## config.mk

```make
export PLATFORM = sky130hd
export DESIGN_NAME = rcr_top
export DESIGN_NICKNAME = d
export VERILOG_FILES = /design/src/rcr_pkg.sv /design/src/rcr_mcd_if.sv /design/src/rcr_clock_loss.sv /design/src/rcr_top.sv
export SDC_FILE = /design/constraint.sdc
export NUM_CORES = 1
export LEC_CHECK = 0
export ABC_CLOCK_PERIOD_IN_PS = 2090
export BUFFER_PORTS_ARGS = -buffer_cell sky130_fd_sc_hd__buf_2
export CAP_MARGIN = 20
export CORE_ASPECT_RATIO = 0.5
export CORE_MARGIN = 5
export CORE_UTILIZATION = 35
export DETAILED_ROUTE_END_ITERATION = 8
export PLACE_DENSITY = 0.58
export SETUP_SLACK_MARGIN = 0.4
export SYNTH_ARGS = -nofsm -noshare
export SYNTH_HDL_FRONTEND = slang
export SYNTH_HIERARCHICAL = 1
export SYNTH_SLANG_ARGS = --single-unit
```

## constraint.sdc

```tcl
create_clock -name clk_i -period 2.09 [get_ports clk_i]
set_clock_uncertainty 0.1 [all_clocks]
set_input_delay 0.5225 -clock clk_i [delete_from_list [all_inputs] [get_ports clk_i]]
set_output_delay 0.5225 -clock clk_i [all_outputs]
set_load 0.03 [all_outputs]
```

## src/rcr_pkg.sv

```systemverilog
// Constants for the reset-cause register block.
// Assumes a 25 MHz system clock and an 8-bit special-function bus.
package rcr_pkg;

  // ***************************************************************
  // Register location
  // ***************************************************************
  localparam logic [7:0] RCR_SFR_PAGE = 8'h00;
  localparam logic [7:0] RCR_SFR_ADDR = 8'hEF;

  // ***************************************************************
  // Field positions
  // ***************************************************************
  localparam int RCR_BIT_RTC   = 7;
  localparam int RCR_BIT_FLASH = 6;
  localparam int RCR_BIT_CMP   = 5;
  localparam int RCR_BIT_SOFT  = 4;
  localparam int RCR_BIT_WDOG  = 3;
  localparam int RCR_BIT_CLK   = 2;
  localparam int RCR_BIT_PWR   = 1;
  localparam int RCR_BIT_PIN   = 0;

  // ***************************************************************
  // Reset values
  // ***************************************************************
  localparam logic [7:0] RCR_CAUSE_POR  = 8'h02;
  localparam logic [7:0] RCR_BYTE_ZERO  = 8'h00;
  localparam logic       RCR_EN_RESET   = 1'b0;
  localparam logic       RCR_SUP_RESET  = 1'b0;

  // ***************************************************************
  // Timing
  // ***************************************************************
  localparam int RCR_CLK_PERIOD_NS  = 40;
  localparam int RCR_MCD_TIMEOUT_NS = 100000;
  localparam int RCR_MCD_CYCLES_INT =
    (RCR_MCD_TIMEOUT_NS + RCR_CLK_PERIOD_NS - 1) / RCR_CLK_PERIOD_NS;
  localparam int RCR_MCD_CW = 12;
  localparam logic [RCR_MCD_CW-1:0] RCR_MCD_CYCLES =
    RCR_MCD_CYCLES_INT[RCR_MCD_CW-1:0];
  localparam logic [RCR_MCD_CW-1:0] RCR_MCD_ZERO = 12'h000;
  localparam logic [RCR_MCD_CW-1:0] RCR_MCD_ONE  = 12'h001;

  localparam int RCR_HOLD_CW = 5;
  localparam logic [RCR_HOLD_CW-1:0] RCR_HOLD_LAST = 5'h0F;
  localparam logic [RCR_HOLD_CW-1:0] RCR_HOLD_ZERO = 5'h00;
  localparam logic [RCR_HOLD_CW-1:0] RCR_HOLD_ONE  = 5'h01;

  // ***************************************************************
  // Types
  // ***************************************************************
  typedef enum logic {RCR_RUN, RCR_HOLD} rcr_state_type;

endpackage

```

## src/rcr_mcd_if.sv

```systemverilog
// Link between the cause register and the clock-loss detector.
// Assumes both ends run on the same system clock.
`timescale 1ns/1ps
interface rcr_mcd_if;
  logic enable;
  logic clear;
  logic timeout;

  modport ctrl (output enable, output clear, input timeout);
  modport det  (input enable, input clear, output timeout);
endinterface

```

## src/rcr_clock_loss.sv

```systemverilog
// Clock-loss detector: times a watched clock that stops at one level.
// Assumes mon_clk_i is sampled on clk_i as a synchronous level.
`timescale 1ns/1ps
module rcr_clock_loss
  import rcr_pkg::*;
(
  input  wire logic clk_i,
  input  wire logic arst_n_i,
  input  wire logic mon_clk_i,
  rcr_mcd_if.det    mcd
);

  // ***************************************************************
  // Quiet-time counter
  // ***************************************************************
  logic                  level_q;
  logic                  level_d;
  logic [RCR_MCD_CW-1:0] count_q;
  logic [RCR_MCD_CW-1:0] count_d;
  logic                  trip_q;
  logic                  trip_d;

  always_comb
  begin
    level_d = mon_clk_i;
    count_d = count_q;
    trip_d  = trip_q;
    if (!mcd.enable || mcd.clear || (mon_clk_i != level_q))
    begin
      count_d = RCR_MCD_ZERO;
      trip_d  = 1'b0;
    end
    else if (count_q == RCR_MCD_CYCLES)
    begin
      trip_d = 1'b1;
    end
    else
    begin
      count_d = count_q + RCR_MCD_ONE;
    end
  end

  always_ff @(posedge clk_i or negedge arst_n_i)
  begin
    if (!arst_n_i)
    begin
      level_q <= 1'b0;
      count_q <= RCR_MCD_ZERO;
      trip_q  <= 1'b0;
    end
    else
    begin
      level_q <= level_d;
      count_q <= count_d;
      trip_q  <= trip_d;
    end
  end

  assign mcd.timeout = trip_q;

endmodule

```

## src/rcr_top.sv

```systemverilog
// Reset-cause register with its reset sources and reset sequencer.
// Assumes arst_n_i is the power-on reset and all inputs are synchronous.
`timescale 1ns/1ps
module rcr_top
  import rcr_pkg::*;
(
  input  wire logic       clk_i,
  input  wire logic       arst_n_i,
  // Special-function bus
  input  wire logic [7:0] sfr_page_i,
  input  wire logic [7:0] sfr_addr_i,
  input  wire logic       sfr_wr_i,
  input  wire logic       sfr_rd_i,
  input  wire logic [7:0] sfr_wdata_i,
  output logic      [7:0] sfr_rdata_o,
  // Reset sources
  input  wire logic       pin_reset_n_i,
  input  wire logic       rtc_event_i,
  input  wire logic       flash_fault_i,
  input  wire logic       comparator_trip_i,
  input  wire logic       watchdog_overflow_i,
  input  wire logic       supply_low_i,
  input  wire logic       mon_clk_i,
  input  wire logic       low_power_i,
  // Reset and enable outputs
  output logic            system_reset_o,
  output logic            rtc_reset_en_o,
  output logic            comparator_reset_en_o,
  output logic            clock_loss_en_o,
  output logic            supply_reset_en_o
);

  // ***************************************************************
  // Bus decode
  // ***************************************************************
  logic hit;
  logic wr_hit;
  logic rd_hit;

  assign hit    = (sfr_page_i == RCR_SFR_PAGE)
               && (sfr_addr_i == RCR_SFR_ADDR);
  assign wr_hit = hit && sfr_wr_i;
  assign rd_hit = hit && sfr_rd_i;

  // ***************************************************************
  // Write fields
  // ***************************************************************
  logic wr_rtc_en;
  logic wr_cmp_en;
  logic wr_mcd_en;
  logic wr_sup_en;
  logic wr_soft;

  assign wr_rtc_en = sfr_wdata_i[RCR_BIT_RTC];
  assign wr_cmp_en = sfr_wdata_i[RCR_BIT_CMP];
  assign wr_mcd_en = sfr_wdata_i[RCR_BIT_CLK];
  assign wr_sup_en = sfr_wdata_i[RCR_BIT_PWR];
  assign wr_soft   = wr_hit && sfr_wdata_i[RCR_BIT_SOFT];

  // ***************************************************************
  // Clock-loss detector
  // ***************************************************************
  rcr_mcd_if mcd ();

  rcr_clock_loss u_clock_loss
  (
    .clk_i     (clk_i),
    .arst_n_i  (arst_n_i),
    .mon_clk_i (mon_clk_i),
    .mcd       (mcd.det)
  );

  // ***************************************************************
  // State
  // ***************************************************************
  rcr_state_type          state_q;
  rcr_state_type          state_d;
  logic [RCR_HOLD_CW-1:0] hold_q;
  logic [RCR_HOLD_CW-1:0] hold_d;
  logic [7:0]             cause_q;
  logic [7:0]             cause_d;
  logic                   rtc_en_q;
  logic                   rtc_en_d;
  logic                   cmp_en_q;
  logic                   cmp_en_d;
  logic                   mcd_en_q;
  logic                   mcd_en_d;
  logic                   sup_en_q;
  logic                   sup_en_d;
  logic [7:0]             rdata_q;
  logic [7:0]             rdata_d;
  logic [7:0]             event_vec;
  logic                   mcd_live;
  logic                   reset_start;
  logic                   en_write;

  // Detector gated off while the device is in a low-power mode
  assign mcd_live = mcd_en_q && !low_power_i;

  // ***************************************************************
  // Reset sources
  // ***************************************************************
  always_comb
  begin
    event_vec = RCR_BYTE_ZERO;
    event_vec[RCR_BIT_RTC]   = rtc_event_i && rtc_en_q;
    event_vec[RCR_BIT_FLASH] = flash_fault_i;
    event_vec[RCR_BIT_CMP]   = comparator_trip_i && cmp_en_q;
    event_vec[RCR_BIT_SOFT]  = wr_soft;
    event_vec[RCR_BIT_WDOG]  = watchdog_overflow_i;
    event_vec[RCR_BIT_CLK]   = mcd.timeout && mcd_live;
    // Enabling while the supply is unstable may reset at once
    event_vec[RCR_BIT_PWR]   = supply_low_i && sup_en_q;
    event_vec[RCR_BIT_PIN]   = !pin_reset_n_i;
  end

  // ***************************************************************
  // Reset sequencer
  // ***************************************************************

  // Any source event while running starts a reset
  assign reset_start = (state_q == RCR_RUN)
                    && (event_vec != RCR_BYTE_ZERO);

  always_comb
  begin
    state_d = state_q;
    hold_d  = hold_q;
    unique case (state_q)
      RCR_RUN:
      begin
        if (reset_start)
        begin
          state_d = RCR_HOLD;
          hold_d  = RCR_HOLD_LAST;
        end
      end
      RCR_HOLD:
      begin
        if (!pin_reset_n_i)
        begin
          // Pin held low keeps the system in reset
          hold_d = RCR_HOLD_LAST;
        end
        else if (hold_q == RCR_HOLD_ZERO)
        begin
          state_d = RCR_RUN;
        end
        else
        begin
          hold_d = hold_q - RCR_HOLD_ONE;
        end
      end
    endcase
  end

  always_ff @(posedge clk_i or negedge arst_n_i)
  begin
    if (!arst_n_i)
    begin
      state_q <= RCR_RUN;
      hold_q  <= RCR_HOLD_ZERO;
    end
    else
    begin
      state_q <= state_d;
      hold_q  <= hold_d;
    end
  end

  // ***************************************************************
  // Cause flags
  // ***************************************************************
  always_comb
  begin
    cause_d = cause_q;
    if (reset_start)
    begin
      // Only sources of this reset are flagged
      cause_d = event_vec;
      if (event_vec[RCR_BIT_PWR])
      begin
        cause_d = RCR_CAUSE_POR;
      end
    end
  end

  always_ff @(posedge clk_i or negedge arst_n_i)
  begin
    if (!arst_n_i)
    begin
      cause_q <= RCR_CAUSE_POR;
    end
    else
    begin
      cause_q <= cause_d;
    end
  end

  // ***************************************************************
  // Reset-source enables
  // ***************************************************************
  // Writes count only while running and free of source events
  assign en_write = (state_q == RCR_RUN) && wr_hit
                 && (event_vec == RCR_BYTE_ZERO);

  always_comb
  begin
    rtc_en_d = rtc_en_q;
    cmp_en_d = cmp_en_q;
    mcd_en_d = mcd_en_q;
    sup_en_d = sup_en_q;
    if (reset_start)
    begin
      // Supply enable survives a reset, the others start off
      rtc_en_d = RCR_EN_RESET;
      cmp_en_d = RCR_EN_RESET;
      mcd_en_d = RCR_EN_RESET;
    end
    else if (en_write)
    begin
      // Written-back flags 7, 5, 2, 1 set enables and 4 starts a reset; read-only bits dropped
      rtc_en_d = wr_rtc_en;
      cmp_en_d = wr_cmp_en;
      mcd_en_d = wr_mcd_en;
      sup_en_d = wr_sup_en;
    end
  end

  always_ff @(posedge clk_i or negedge arst_n_i)
  begin
    if (!arst_n_i)
    begin
      rtc_en_q <= RCR_EN_RESET;
      cmp_en_q <= RCR_EN_RESET;
      mcd_en_q <= RCR_EN_RESET;
      sup_en_q <= RCR_SUP_RESET;
    end
    else
    begin
      rtc_en_q <= rtc_en_d;
      cmp_en_q <= cmp_en_d;
      mcd_en_q <= mcd_en_d;
      sup_en_q <= sup_en_d;
    end
  end

  // ***************************************************************
  // Read data
  // ***************************************************************
  // Read data from the cause flags, zero when not addressed
  always_comb
  begin
    rdata_d = RCR_BYTE_ZERO;
    if (rd_hit)
    begin
      rdata_d = cause_q;
    end
  end

  always_ff @(posedge clk_i or negedge arst_n_i)
  begin
    if (!arst_n_i)
    begin
      rdata_q <= RCR_BYTE_ZERO;
    end
    else
    begin
      rdata_q <= rdata_d;
    end
  end

  // ***************************************************************
  // Outputs
  // ***************************************************************
  assign mcd.enable  = mcd_live;
  assign mcd.clear   = (state_q == RCR_HOLD);

  assign sfr_rdata_o           = rdata_q;
  assign system_reset_o        = (state_q == RCR_HOLD);
  assign rtc_reset_en_o        = rtc_en_q;
  assign comparator_reset_en_o = cmp_en_q;
  assign clock_loss_en_o       = mcd_live;
  assign supply_reset_en_o     = sup_en_q;

endmodule

```

=== Yosys cells after proc, flatten, opt, wreduce, memory -nomap -nowiden ===
Index checks and enable logic that the tools add are counted.

* Bits of input ports: 36
* Output and inout port bits: 13
* Word-level logic and storage cells: 66
* Bits in registers: 40

* Bitwise operators: 2
* Mux-type cells: 20
* Equal/unequal tests: 6
* $add $sub $neg: 2
* Reduce and logical (&&, ||, !) cells: 25

{| class="wikitable"
|+ Operator list
! cell !! count
|-
| $mux 12 || 2
|-
| $logic_not 8->1 || 2
|-
| $mux 8 || 2
|-
| $mux 5 || 3
|-
| $add 12x1->12 const B || 1
|-
| $eq 12x12->1 const B || 1
|-
| $logic_and 1x1->1 || 12
|-
| $mux 1 || 11
|-
| $pmux 5 s2 || 1
|-
| $eq 8x8->1 const B || 1
|-
| $reduce_bool 8->1 || 1
|-
| $logic_not 5->1 || 1
|-
| $sub 5x1->5 const B || 1
|-
| $reduce_and 2->1 || 2
|-
| $reduce_bool 2->1 || 2
|-
| $logic_not 1->1 || 3
|-
| $ne 3x3->1 const B || 1
|-
| $logic_or 1x1->1 || 2
|-
| $ne 2x1->1 const B || 1
|-
| $ne 2x2->1 const B || 1
|-
| $not 1->1 || 2
|-
| $pmux 1 s2 || 1
|-
| $ne 1x1->1 || 1
|}

=== Depth between registers and ports, before layout ===
* Depth in word-level cells: 8
* Depth in mapped cells: 6
* Gate-level depth less buffers: 6

=== By module ===
The synthesis kept the hierarchy.

{| class="wikitable"
|+ By module, submodules not included
! module !! area each (um2) !! instances !! cells an instance
|-
| rcr_top || 1286.2 || 1 || 115
|-
| rcr_clock_loss || 809.5 || 1 || 82
|}

=== Least setup slack after synthesis ===
OpenSTA, ideal clock, no wires.

* Path type: input to register
* Start point: in sfr_page_i[2]
* End point: reg sup_en_q, in the netlist supply_reset_en_o
* Slack: -0.344 ns
* Library setup time: 0.128 ns
* Stages: 4
* Arrival time: 2.206 ns
* Cell sequence: or4b_1 or4_4 nor4_2 mux2_1

* Word-level cells in the longest chain between the ends: 8
* Elaborated cells on any way between the ends: 11

{| class="wikitable"
|+ Ends and longest elaborated chain
! what !! line !! text
|-
| from (decl) || rcr_top.sv:10 || <nowiki>input wire logic [7:0] sfr_page_i,</nowiki>
|-
| $logic_not 8->1 * || rcr_top.sv:40 || <nowiki>assign hit = (sfr_page_i == RCR_SFR_PAGE)</nowiki>
|-
| $logic_and 1x1->1 * || rcr_top.sv:41 || <nowiki>&& (sfr_addr_i == RCR_SFR_ADDR);</nowiki>
|-
| $logic_and 1x1->1 * || rcr_top.sv:42 || <nowiki>assign wr_hit = hit && sfr_wr_i;</nowiki>
|-
| $logic_and 1x1->1 || rcr_top.sv:58 || <nowiki>assign wr_soft = wr_hit && sfr_wdata_i[RCR_BIT_SOFT];</nowiki>
|-
| $reduce_bool 8->1 || rcr_top.sv:123 || <nowiki>&& (event_vec != RCR_BYTE_ZERO);</nowiki>
|-
| $logic_and 1x1->1 || rcr_top.sv:123 ||
|-
| $not 1->1 (no line) || n/a ||
|-
| $reduce_and 2->1 (no line) * || n/a ||
|-
| to (signal assigned) || rcr_top.sv:244 || <nowiki>sup_en_q <= sup_en_d;</nowiki>
|-
| to (decl) || rcr_top.sv:88 || <nowiki>logic sup_en_q;</nowiki>
|}

Every way passes the cells marked *; elsewhere a longest branch is shown, timed or not.
A chain may end at the register's enable or synchronous reset.

=== Final worst setup path ===
* Start point: in sfr_page_i[7]
* End point: reg sup_en_q, in the netlist supply_reset_en_o

The elaborated chain is that of the path after synthesis.

==> qor.csv <==
metric;value;unit
status;finished with violations;
violations;negative setup slack;
drc;0;
combPwrFrac;0.110;
syn_nets;237;
r2r_start;supply_reset_en_o;
dp.final_hpwl;3.49;mm
intPower;1.34;mW
leakage;1.21;nW
rows;19;
clock_path_buffers;2;
timing.hold.ws;0.199;ns
dp_slack;-0.487;ns
arrival;2.22;ns
vias;1739;
grt.total_usage;0.132;
cts_buffers;5;
dr.max_layer_used;met4;
synth_top_cell_area_share;0.466;
maxSlewViolCount;0;
reg2reg_to;hold_q[0];
tns;-0.0652;ns
p_seq_frac;0.483;
ios;49;
ys_types;50;
synth-seq-area-share;0.478;
drt-total-wl;4.62;mm
critPathKind;primary input to flop;
syn_area;2100;um^2
port_buffers;45;
cp.required;2.15;ns
grt_overflow;0;
wl_met1;2.20;mm
synth-edff-count;0;
swShare;0.230;
hp-class;primary input to async pin;
wl_met2;2.12;mm
clock_latency;0.27;ns
antennaDiodeCount;0;
dieHeight;64.7;um
via_per_inst;5.30;
cts_max_level;2;
wl_met3;244;um
place_congestion;0.833;
route.antenna.remaining_nets;0;
clock_sinks;40;
setup_viol;1;
cap_violations;0;
drive_gt1_frac;0.314;
yosysWarnings;6;
fmax;464;MHz
start_util;0.372;
grt_pass1_wl;8.31;mm
period_needed;2.16;ns
synth.largest_area_cell;dfrtp_1;
setup_slack;-0.0652;ns
area_growth;26.1;%
postLayoutCellArea;2640;um^2
grt_pass1_vias;1802;
worst_slew_pin_slew;0.506;ns
avgRoutedWirePerCell;14.1;um
r2r_slack;0.06;ns
dieArea;7730;um^2
synth.avg_cell_area;10.6;um^2
reg2reg_depth;4;
finalCritPeriodShare;1.03;
cp-start-kind;primary input;
hold_viol_final;0;
dpl_cell_area;2470;um^2
antenna_found_initial;0;
drt_pass1_iterations;4;
synthArstFlopShare;1.00;
maxSlewHeadroom;0.662;
die_w;119;um
synthFlopType;dfrtp_1;
crit_path_end_kind;flop;
final_util;0.469;
clkPwrFrac;0.407;
first_iter_violations;38;
netlist_instances;197;
p_sw;0.398;mW
cts_tree;yes;
rsz0062_at_grt;yes;
path_max_fanout;2;
ys_ff_latch;40;
final_nets;295;
powerDensity;656;nW/um^2
cts_root_buf;clkbuf_16;
clkTransAtPathRegs;0.05;ns
grt_max_degree;41;
netlist_top_cells_area;dfrtp_1 (47%), mux2i_1 (3.8%), mux2_1 (3.2%);
ir_drop;0.319;mV
core-area;5630;um^2
-- worst max path at each step --
stage	from	to	slack (ns)
after floorplan	sfr_page_i[1]	supply_reset_en_o	-0.34
after detailed placement	sfr_page_i[1]	supply_reset_en_o	-0.49
after CTS	sfr_page_i[7]	supply_reset_en_o	-0.06
final	sfr_page_i[7]	supply_reset_en_o	-0.07
after global placement	sfr_page_i[1]	supply_reset_en_o	-0.45
after global routing	sfr_page_i[7]	supply_reset_en_o	-0.1
-- sequential cells by signal (all words and copies together) (netlist names) --
name and count:
cause_q 8, u_clock_loss/count_q 12, system_reset_o 1, supply_reset_en_o 1, mcd_en_q 1, u_clock_loss/level_q 1, comparator_reset_en_o 1, sfr_rdata_o 8
u_clock_loss/mcd.timeout 1, rtc_reset_en_o 1, hold_q 5
-- repair_timing --
| action | in CTS | in global routing |
|---|---|---|
| hold buffers | 0 | 0 |
| buffers inserted | 2 | 0 |
| setup endpoints to repair | 27 | 29 |
| pin swaps | 4 | 0 |
| resized for setup | 3 | 4 |
-- synth_stat cells (2+ instances only) --
| library cell | count |
|---|---|
| o31ai_1 | 3 |
| nand4b_1 | 5 |
| a21oi_1 | 9 |
| ha_1 | 4 |
| nand2_1 | 15 |
| a2bb2oi_1 | 3 |
| o21ai_0 | 2 |
| or4_4 | 2 |
| nor2_1 | 4 |
| and3_1 | 10 |
| nor4_2 | 2 |
| nand3_1 | 11 |
| clkbuf_1 | 4 |
| xnor2_1 | 3 |
| a21o_1 | 2 |
| nor4_1 | 6 |
| nand4_1 | 3 |
| and2_1 | 2 |
| inv_1 | 11 |
| dfrtp_1 | 39 |
| nor2b_1 | 3 |
| o21ai_1 | 5 |
| a31oi_1 | 4 |
| mux2_1 | 6 |
| mux2i_1 | 8 |
| or4_1 | 2 |
| nand3b_1 | 6 |
-- worst max-delay path, stage by stage --
cell	delay [ns]
buf_6	0.09
or4b_4	0.53
or4_4	0.57
nor4_4	0.18
mux2_4	0.32
-- per-stage QoR --
stage | total power [mW] | cells
2_1_floorplan | 0.959 | 197
3_3_place_gp | 1.03 | 319
3_5_place_dp | 1.04 | 319
4_1_cts | 1.76 | 328
5_1_grt | 1.83 | 328
6_report | 1.73 | 328
-- layer usage --
metal  vias to the layer above  GRT usage
li1                        851          -
met1                       835      0.168
met2                        48      0.221
met3                         5     0.0348
met4                         0     0.0428
met5                         -          0
-- power groups by stage --
stage                     sequential [mW]  combinational (mW)  clock [mW]
after detailed placement            0.849               0.191           0
after floorplan                     0.843               0.115           0
final                               0.838               0.190       0.707
after global routing                0.846               0.216       0.773
after CTS                           0.837               0.192       0.733
after global placement              0.849               0.184           0
-- final cells by class --
class | instances | area, um^2
multi-input combinational | 140 | 1050
sequential | 40 | 1000
tap | 73 | 91.3
fill | 550 | 2990
timing repair buffer | 57 | 324
clock buffer | 6 | 129
clock inverter | 1 | 5.00
inverter | 11 | 41.3
-- logic make-up (layout without fill, tap and decap cells) --
group                      Yosys count  in the layout  share of synthesized area
xor gates and xnor gates             4              4                     0.0167
adders and majority gates            4              4                     0.0239
DFF                                 40             40                      0.478
and+or+nand+nor                     85             85                      0.276
AOI/OAI and AO/OA                   33             33                      0.102
buffers and inverters               17             75                     0.0328
muxes                               14             14                     0.0704
-- cell usage in the layout (no fill, tap or decap), types with 2 or more instances in the layout --
| cell | instances |
|---|---|
| a21oi_1 | 9 |
| a2bb2oi_1 | 3 |
| a31oi_1 | 4 |
| and2_1 | 2 |
| and3_1 | 10 |
| buf_2 | 43 |
| buf_4 | 13 |
| clkbuf_16 | 5 |
| dfrtp_1 | 39 |
| ha_1 | 4 |
| inv_1 | 11 |
| mux2_1 | 5 |
| mux2i_1 | 8 |
| nand2_1 | 15 |
| nand3_1 | 11 |
| nand3b_1 | 6 |
| nand4_1 | 3 |
| nand4b_1 | 5 |
| nor2_1 | 4 |
| nor2b_1 | 2 |
| nor4_1 | 5 |
| nor4_2 | 2 |
| o21ai_0 | 2 |
| o21ai_1 | 5 |
| o31ai_1 | 3 |
| or4_1 | 2 |
| or4_4 | 2 |
| xnor2_1 | 3 |
Note: power is estimated with default switching activity, not from simulation.
